<file path="config.mk">
export PLATFORM = sky130hd
export DESIGN_NAME = slpd_regs
export DESIGN_NICKNAME = d
export VERILOG_FILES = /design/src/shared/slpd_pkg.sv /design/src/hw/slpd_regs.sv
export SDC_FILE = /design/constraint.sdc
export NUM_CORES = 1
export LEC_CHECK = 0
export ABC_AREA = 1
export BUFFER_PORTS_ARGS = -buffer_cell sky130_fd_sc_hd__buf_2
export CORE_UTILIZATION = 50
export CTS_CLUSTER_SIZE = 16
export DETAILED_ROUTE_END_ITERATION = 12
export GPL_ROUTABILITY_DRIVEN = 0
export PLACE_DENSITY_LB_ADDON = 0.2
export SLEW_MARGIN = 20
export SYNTH_ARGS = -nofsm -noshare
export SYNTH_HDL_FRONTEND = slang
export SYNTH_SLANG_ARGS = --single-unit
</file>
<file path="constraint.sdc">
create_clock -name i_clock -period 1.7 [get_ports i_clock]
set_clock_uncertainty 0.2 [all_clocks]
set_input_delay 0.17 -clock i_clock [delete_from_list [all_inputs] [get_ports i_clock]]
set_output_delay 0.17 -clock i_clock [all_outputs]
set_load 0.005 [all_outputs]
</file>
<file path="src/shared/slpd_pkg.sv">
// Package for the serial link PLL driver control register bank.
// Assumes a plain address/strobe register port on one 100 MHz clock.
package slpd_pkg;

	localparam int unsigned CLOCK_MHZ = 100;

	// Register offsets
	localparam logic [15:0] LINK_PLL_CALIBRATION_ADDR = 16'h1222;
	localparam logic [15:0] LINK_PLL_STARTUP_ADDR     = 16'h1228;
	localparam logic [15:0] LINK_PLL_LOCK_LOSS_ADDR   = 16'h1262;
	localparam logic [15:0] LANE3_EMPHASIS_ADDR       = 16'h1236;
	localparam logic [15:0] IRQ_STATUS_ADDR           = 16'h1270;
	localparam logic [15:0] IRQ_CLEAR_ADDR            = 16'h1271;
	localparam logic [15:0] IRQ_ENABLE_ADDR           = 16'h1272;

	// Reset values
	localparam logic [7:0] LINK_PLL_CALIBRATION_RESET = 8'h00;
	localparam logic [7:0] LINK_PLL_STARTUP_RESET     = 8'h0f;
	localparam logic [7:0] LINK_PLL_LOCK_LOSS_RESET   = 8'h00;
	localparam logic [7:0] LANE3_EMPHASIS_RESET       = 8'h00;

	// Command values
	localparam logic [7:0] CALIBRATION_RESET_CMD = 8'h04;
	localparam logic [7:0] STARTUP_RESET_CMD     = 8'h4f;
	localparam logic [7:0] STARTUP_NORMAL_CMD    = 8'h00;
	localparam logic [7:0] LOCK_LOSS_CLEAR_CMD   = 8'h80;

	// Emphasis field position
	localparam int unsigned EMPHASIS_LSB = 4;
	localparam int unsigned EMPHASIS_MSB = 6;
	localparam logic [2:0]  EMPHASIS_MAX = 3'h3;

	// Interrupt status bit positions
	localparam int unsigned IRQ_LOCK_LOST_BIT = 0;
	localparam int unsigned IRQ_CAL_RESET_BIT = 1;
	localparam int unsigned IRQ_WIDTH         = 2;

	typedef struct packed {
		logic [15:0] address;
		logic [7:0]  write_data;
		logic        write_strobe;
		logic        read_strobe;
	} slpd_bus_t;

	typedef struct packed {
		logic       calibration_reset;
		logic       startup_reset;
		logic       lock_loss_clear;
		logic [1:0] emphasis_code;
	} slpd_pll_ctrl_t;

endpackage

</file>
<file path="src/hw/slpd_regs.sv">
// Register bank for link PLL control and lane 3 output emphasis.
// Assumes a synchronous host port; the lock-lost input comes from another clock.
//
// Operation
// Lane 3 emphasis bits [6:4], codes 0-3.
// Writing 0x04 at 0x1222 holds calibration reset.
// Writing 0x4F at 0x1228 resets start-up circuit.
// Writing 0x80 at 0x1262 clears lock-lost flag.
// Host restores normal value after each command.
//
// Design decision made here: the plain strobed port.
`timescale 1ns/1ps
`default_nettype none

module slpd_regs
	import slpd_pkg::*;
(
	// Clock and reset
	input  wire logic            i_clock,
	input  wire logic            i_reset,
	// Register port
	input  wire slpd_bus_t       i_bus,
	output logic [7:0]           o_read_data,
	// PLL side
	input  wire logic            i_pll_lock_lost,
	output var slpd_pll_ctrl_t   o_pll_ctrl,
	output logic                 o_pll_lock_lost_flag,
	// Interrupt
	output logic                 o_irq
);

	////////////////////////////////////////////////////////////////////////
	// Lock-lost input synchroniser and edge detect

	logic sync_stage1;
	logic sync_stage2;
	logic sync_prev;

	always_ff @(posedge i_clock or posedge i_reset) begin
		if (i_reset) begin
			sync_stage1 <= 1'b0;
			sync_stage2 <= 1'b0;
			sync_prev   <= 1'b0;
		end else begin
			sync_stage1 <= i_pll_lock_lost;
			sync_stage2 <= sync_stage1;
			sync_prev   <= sync_stage2;
		end
	end

	wire logic lock_lost_event = sync_stage2 & ~sync_prev;

	////////////////////////////////////////////////////////////////////////
	// Registers

	logic [7:0]           calibration;
	logic [7:0]           startup;
	logic [7:0]           lock_loss;
	logic [7:0]           emphasis;
	logic                 lock_lost_flag;
	logic [IRQ_WIDTH-1:0] irq_status;
	logic [IRQ_WIDTH-1:0] irq_enable;
	logic [7:0]           read_data;

	logic [7:0]           next_calibration;
	logic [7:0]           next_startup;
	logic [7:0]           next_lock_loss;
	logic [7:0]           next_emphasis;
	logic                 next_lock_lost_flag;
	logic [IRQ_WIDTH-1:0] next_irq_status;
	logic [IRQ_WIDTH-1:0] next_irq_enable;
	logic [7:0]           next_read_data;

	// Write strobe aimed at one register
	function automatic logic hit(input slpd_bus_t bus, input logic [15:0] addr);
		hit = bus.write_strobe && (bus.address == addr);
	endfunction

	// Write of one exact command value to one register
	function automatic logic cmd_hit(
		input slpd_bus_t   bus,
		input logic [15:0] addr,
		input logic [7:0]  value
	);
		cmd_hit = hit(bus, addr) && (bus.write_data == value);
	endfunction

	////////////////////////////////////////////////////////////////////////
	// Control registers

	// Values are stored as written, IRQ enable only its low two bits; only exact commands set the PLL reset and clear bits
	always_comb begin
		next_calibration = calibration;
		next_startup     = startup;
		next_lock_loss   = lock_loss;
		next_emphasis    = emphasis;
		next_irq_enable  = irq_enable;
		if (hit(i_bus, LINK_PLL_CALIBRATION_ADDR)) begin
			next_calibration = i_bus.write_data;
		end
		if (hit(i_bus, LINK_PLL_STARTUP_ADDR)) begin
			next_startup = i_bus.write_data;
		end
		if (hit(i_bus, LINK_PLL_LOCK_LOSS_ADDR)) begin
			next_lock_loss = i_bus.write_data;
		end
		if (hit(i_bus, LANE3_EMPHASIS_ADDR)) begin
			next_emphasis = i_bus.write_data;
		end
		if (hit(i_bus, IRQ_ENABLE_ADDR)) begin
			next_irq_enable = i_bus.write_data[IRQ_WIDTH-1:0];
		end
	end

	always_ff @(posedge i_clock or posedge i_reset) begin
		if (i_reset) begin
			calibration <= LINK_PLL_CALIBRATION_RESET;
			startup     <= LINK_PLL_STARTUP_RESET;
			lock_loss   <= LINK_PLL_LOCK_LOSS_RESET;
			emphasis    <= LANE3_EMPHASIS_RESET;
			irq_enable  <= '0;
		end else begin
			calibration <= next_calibration;
			startup     <= next_startup;
			lock_loss   <= next_lock_loss;
			emphasis    <= next_emphasis;
			irq_enable  <= next_irq_enable;
		end
	end

	////////////////////////////////////////////////////////////////////////
	// Lock-lost flag and interrupt status

	// Clears are applied first so that a same-cycle event wins
	always_comb begin
		next_lock_lost_flag = lock_lost_flag;
		next_irq_status     = irq_status;
		if (hit(i_bus, IRQ_CLEAR_ADDR)) begin
			next_irq_status = irq_status & ~i_bus.write_data[IRQ_WIDTH-1:0];
		end
		if (cmd_hit(i_bus, LINK_PLL_LOCK_LOSS_ADDR, LOCK_LOSS_CLEAR_CMD)) begin
			next_lock_lost_flag = 1'b0;
		end
		if (lock_lost_event) begin
			next_lock_lost_flag                = 1'b1;
			next_irq_status[IRQ_LOCK_LOST_BIT] = 1'b1;
		end
		if (cmd_hit(i_bus, LINK_PLL_CALIBRATION_ADDR, CALIBRATION_RESET_CMD)) begin
			next_irq_status[IRQ_CAL_RESET_BIT] = 1'b1;
		end
	end

	always_ff @(posedge i_clock or posedge i_reset) begin
		if (i_reset) begin
			lock_lost_flag <= 1'b0;
			irq_status     <= '0;
		end else begin
			lock_lost_flag <= next_lock_lost_flag;
			irq_status     <= next_irq_status;
		end
	end

	////////////////////////////////////////////////////////////////////////
	// Read path

	// Data stand for one cycle only; write-only and unmapped offsets read zero
	always_comb begin
		next_read_data = 8'h00;
		if (i_bus.read_strobe) begin
			case (i_bus.address)
				LINK_PLL_CALIBRATION_ADDR: next_read_data = calibration;
				LINK_PLL_STARTUP_ADDR:     next_read_data = startup;
				LINK_PLL_LOCK_LOSS_ADDR:   next_read_data = lock_loss;
				LANE3_EMPHASIS_ADDR:       next_read_data = emphasis;
				IRQ_STATUS_ADDR:           next_read_data = {6'h00, irq_status};
				IRQ_ENABLE_ADDR:           next_read_data = {6'h00, irq_enable};
				default:                   next_read_data = 8'h00;
			endcase
		end
	end

	always_ff @(posedge i_clock or posedge i_reset) begin
		if (i_reset) begin
			read_data <= 8'h00;
		end else begin
			read_data <= next_read_data;
		end
	end

	////////////////////////////////////////////////////////////////////////
	// Outputs

	// Decoded from next values so the registered outputs follow the write edge
	function automatic slpd_pll_ctrl_t decode_ctrl(
		input logic [7:0] calibration_value,
		input logic [7:0] startup_value,
		input logic [7:0] lock_loss_value,
		input logic [7:0] emphasis_value
	);
		slpd_pll_ctrl_t ctrl;
		logic [2:0]     field;
		field                  = emphasis_value[EMPHASIS_MSB:EMPHASIS_LSB];
		ctrl.calibration_reset = (calibration_value == CALIBRATION_RESET_CMD);
		ctrl.startup_reset     = (startup_value == STARTUP_RESET_CMD);
		ctrl.lock_loss_clear   = (lock_loss_value == LOCK_LOSS_CLEAR_CMD);
		// Codes above 9 dB are undefined; clamp rather than pass through
		ctrl.emphasis_code     = (field > EMPHASIS_MAX) ?
			EMPHASIS_MAX[1:0] : field[1:0];
		return ctrl;
	endfunction

	slpd_pll_ctrl_t pll_ctrl;
	slpd_pll_ctrl_t next_pll_ctrl;
	logic           irq;
	logic           next_irq;

	always_comb begin
		next_pll_ctrl = decode_ctrl(next_calibration, next_startup, next_lock_loss,
			next_emphasis);
		next_irq      = |(next_irq_status & next_irq_enable);
	end

	// Reset values all decode to zero, so a constant reset is exact
	always_ff @(posedge i_clock or posedge i_reset) begin
		if (i_reset) begin
			pll_ctrl <= '0;
			irq      <= 1'b0;
		end else begin
			pll_ctrl <= next_pll_ctrl;
			irq      <= next_irq;
		end
	end

	assign o_pll_ctrl           = pll_ctrl;
	assign o_read_data          = read_data;
	assign o_pll_lock_lost_flag = lock_lost_flag;
	assign o_irq                = irq;

endmodule
`default_nettype wire

</file>
---- After elaboration in Yosys (flattened, before gate mapping) ----
Index checks and enable logic that the tools add are counted.
word-level totals
  bits in registers ....................... 54
  input bits .............................. 29
cells by class
  bitwise logic cells ..................... 5
  multiplexer cells ....................... 13
  equal/unequal tests ..................... 12
  order comparisons ....................... 1
  reductions and logical operators ........ 10
operators with widths
  cell                    number
  $eq A16 B13 Y1 const B  7
  $pmux W8 S6             1
  $mux W8                 4
  $eq A8 B3 Y1 const B    2
  $eq A8 B8 Y1 const B    2
  $eq A8 B7 Y1 const B    1
  $logic_and A1 B1 Y1     8
  $mux W7                 1
  $mux W2                 3
  $and A2 B2 Y2           2
  $mux W1                 4
  $gt A3 B2 Y1 const B    1
  $not A2 Y2              1
  $reduce_bool A2 Y1      1
  $reduce_or A2 Y1        1
  $and A1 B1 Y1           1
  $not A1 Y1              1

---- Logic depth before layout (Yosys ltp) ----
  depth after elaboration ................. 6
  depth in mapped cells ................... 11
  depth with buffers taken out ............ 11

---- Worst setup path after synthesis ----
No wires, ideal clock.
  kind .................................... input to register
  from .................................... input port i_bus[25] (netlist bit)
  to ...................................... register pll_ctrl, in the netlist o_pll_ctrl[3]
  stages .................................. 10
  required time ........................... 1386 ps
  path slack .............................. 253 ps
  arrival time ............................ 1133 ps
  path through ............................ nor2_1 > nand3_1 > nor2_2 > buf_4 > buf_2 > nand4_1 > nand2_1 > nor2_1 > nand2_1 > nor2_1
RTL lines
  item                  line              RTL
  from (decl)           slpd_regs.sv:22   input wire slpd_bus_t i_bus,
  to (signal assigned)  slpd_regs.sv:229  pll_ctrl <= next_pll_ctrl;
  to (decl)             slpd_regs.sv:212  slpd_pll_ctrl_t pll_ctrl;

---- Final worst setup path ----
  from .................................... input port i_bus[4] (netlist bit)
  to ...................................... register lock_lost_flag (netlist: o_pll_lock_lost_flag)
on the way
  cells in the longest elaborated chain, start to end .. 3
RTL lines
  item                                 line              RTL
  $eq A8 B8 Y1                         slpd_regs.sv:85   cmd_hit = hit(bus, addr) && (bus.write_data == value);
  $logic_and A1 B1 Y1                  slpd_regs.sv:85
  $reduce_bool A2 Y1 (no source line)  -
  to (signal assigned)                 slpd_regs.sv:158  lock_lost_flag <= next_lock_lost_flag;
  to (decl)                            slpd_regs.sv:60   logic lock_lost_flag;
Every way passes these cells.
A chain may end at the register's enable or synchronous reset.

==> impl_metrics.env <==
export IMPL_hp_class="input port to flip-flop"
export IMPL_cts_root_buf="clkbuf_8"
export IMPL_critical_path_class="input port to flip-flop"
export IMPL_die_h_um=75.47
export IMPL_critPathLaunchType="input port"
export IMPL_drive_gt1_share_pct=21.22
export IMPL_grt_pass1_vias=2256
export IMPL_n_antenna_cell=0
export IMPL_ys_types=26
export IMPL_place_area_um2=3092
export IMPL_grt_pass1_wl_um=10410
export IMPL_post_route_min_period_ns=1.622
export IMPL_hp_start="i_bus[6]"
export IMPL_yosysWarningCount=0
export IMPL_maxCapViolCount=0
export IMPL_timing_fmax_mhz=616.6
export IMPL_dr_first_iter_drc_count=200
export IMPL_synth_top_family_by_area="simple AND/OR/NAND/NOR gates"
export IMPL_vdd_drop_max_mv=0.5514
export IMPL_synth_cells=343
export IMPL_arrival_ns=1.60
export IMPL_status="finished, final reports clean"
export IMPL_cts_tree="done"
export IMPL_antenna_left=0
export IMPL_multi_input_area_um2=1136
export IMPL_synth_edf_count=0
export IMPL_ys_seq_area_share_pct=50.25
export IMPL_synthesis_nets=372
export IMPL_track_usage_pct=24.65
export IMPL_muxShareOfSynthArea_pct=0
export IMPL_synthArstFlopShare_pct=100.0
export IMPL_die_area_um2=5696
export IMPL_slew_headroom_pct=77.28
export IMPL_ys_ff_latch=54
export IMPL_final_net_count=438
export IMPL_io_pins=44
export IMPL_dp_hpwl_um=4726
export IMPL_hold_violations=0
export IMPL_ff_latch_area_um2=1356
export IMPL_grt_max_degree=55
export IMPL_drv_slew=0
export IMPL_cp_max_fo=5
export IMPL_synth_simple_area_share_pct=38.39
export IMPL_setup_viol=0
export IMPL_clk_latency_ns=0.30
export IMPL_wl_per_cell_um=13.09
export IMPL_synth_most_common_cell="nand2_1"
export IMPL_antenna_found_initial=0
export IMPL_via_per_inst=5.096
export IMPL_port_buffer_count=43
export IMPL_synth_area_per_cell_um2=7.868
export IMPL_tightest_slew_ns=0.3382
export IMPL_numCtsBuffers=5
export IMPL_synthAdderAreaFrac_pct=0
export IMPL_synth_xor_area_share_pct=0
export IMPL_rsz0062_at_grt="false"
export IMPL_gr_total_overflow=0
export IMPL_fill_cells=463
export IMPL_synth_ff_type="dfrtp_1"
export IMPL_totalWireLength_um=6284
export IMPL_clk_pin_slew_ns=0.09
export IMPL_synth_compound_area_share_pct=3.709
export IMPL_start_util_pct=52.51
export IMPL_synth_area_top_cells="dfrtp_1 46%, nand2_1 16%, nand4_1 6.5%, inv_1 5.4%, nor2_1 5.4%"
export IMPL_core_region_area_um2=5140
export IMPL_cts_setup_buffers=0
export IMPL_required_ns=1.67
export IMPL_post_route_drc_count=0
export IMPL_rows=26
export IMPL_synth_top_cell_by_area="dfrtp_1"
export IMPL_cp_end_kind="flip-flop"
export IMPL_synth_common_cells="114 x nand2_1, 50 x dfrtp_1, 39 x inv_1, 39 x nor2_1, 28 x nand4_1"
export IMPL_synth_top_area_share_pct=46.36
export IMPL_h_tree_depth=2
export IMPL_num_vias=2446
export IMPL_syn_area_um2=2699
export IMPL_fin_crit_sh_pct=95.40
export IMPL_areaGrowthSynthToFinish_pct=21.65
export IMPL_hold_ws_ns=0.01007
export IMPL_final_area_um2=3283
export IMPL_p_leak_nw=1.839
export IMPL_power_density_nw_per_um2=665.5
export IMPL_clock_path_buffers=2
export IMPL_cts_sinks=54
export IMPL_r2r_start="startup[0]"
export IMPL_dr_pass1_iters=6
export IMPL_cp_startpoint="i_bus[4]"
export IMPL_ctsResizeCount=0
export IMPL_hold_buffers=10
export IMPL_fp_dieW_um=75.47
-- area by class of cell --
cell class	count	area share, %
sequential	54	41.31
clock buffer	7	2.630
timing repair buffer	68	13.80
multi-input combinational	238	34.60
tap	70	2.668
inverter	42	4.840
clock inverter	1	0.1524
-- cell usage in the layout (no fill, tap or decap) --
cell type and n:
nor2_8 2, buf_12 2, nor2_1 39, nand2_2 3, clkbuf_8 6, and2_1 1
dfstp_2 4, o21ai_0 13, and3_1 1, nor3_1 3, inv_1 38, nand2_1 114
nor4_1 2, buf_4 13, nor2_2 3, dfrtp_1 50, nand2_4 1, clkbuf_1 1
nor2_4 2, buf_2 43, nand3_1 14, dlygate4sd3_1 10, a21oi_1 1, o21ai_1 6
nand4_1 28, clkinv_2 2, nand3_4 3, or2_1 2, inv_2 3
-- per-layer routing --
metal	GRT usage (%)	up-vias	wire length, um
li1	-	1222	-
met1	33.87	1130	2896
met2	40.08	86	2928
met3	5.026	8	392
met4	6.379	0	67
met5	0	-	0
-- report_power, final --
group	switching (W)	internal (W)	leakage [nW]	total [W]
registers	0.00000137	0.00129	0.692	0.00129
logic	0.000103	0.0000627	1.10	0.000166
clock network	0.000401	0.000330	0.0482	0.000730
-- state kept, by name (all words and copies together) (netlist names) --
register	count
sync_prev	1
calibration	8
emphasis	8
irq_status	2
irq_enable	2
sync_stage2	1
startup	8
sync_stage1	1
o_read_data	8
o_pll_lock_lost_flag	1
o_irq	1
o_pll_ctrl	5
lock_loss	8
-- through the flow --
step                std cells  utilization (%)  TNS, ns  worst slack, ns  power (W)
floorplan                 343                -        0          0.02204   0.001383
global placement          462            60.15  -0.1342         -0.08261   0.001461
detailed placement        462            60.15  -0.3576          -0.1099   0.001463
CTS                       480            63.88        0           0.1031   0.002192
global route              480            63.88        0          0.01168   0.002271
finish                    480            63.88        0          0.07817   0.002185
-- cells by family (layout without fill, tap and decap cells) --
logic type | Yosys count | after routing
simple gates | 218 | 218
buf+inv | 51 | 118
flops | 54 | 54
compound gates | 20 | 20
-- critical path, stage by stage --
cell and delay, ns:
dlygate4sd3_1 0.54, buf_2 0.13, inv_1 0.16, nand4_1 0.12, nor3_1 0.33, o21ai_0 0.14
-- path summary, 6_finish.rpt --
path	slack, ns	cells past startpoint	endpoint
setup / recovery	0.08	6	o_pll_lock_lost_flag
hold / removal	0.01	3	lock_loss[4]
setup reg to reg	0.46	4	o_read_data[0]
hold reg to reg	0.16	0	sync_stage2
max in group asynchronous	0.77	4	startup[0]
min in group asynchronous	0.26	4	emphasis[3]
Note: power is estimated with default switching activity, not from simulation.
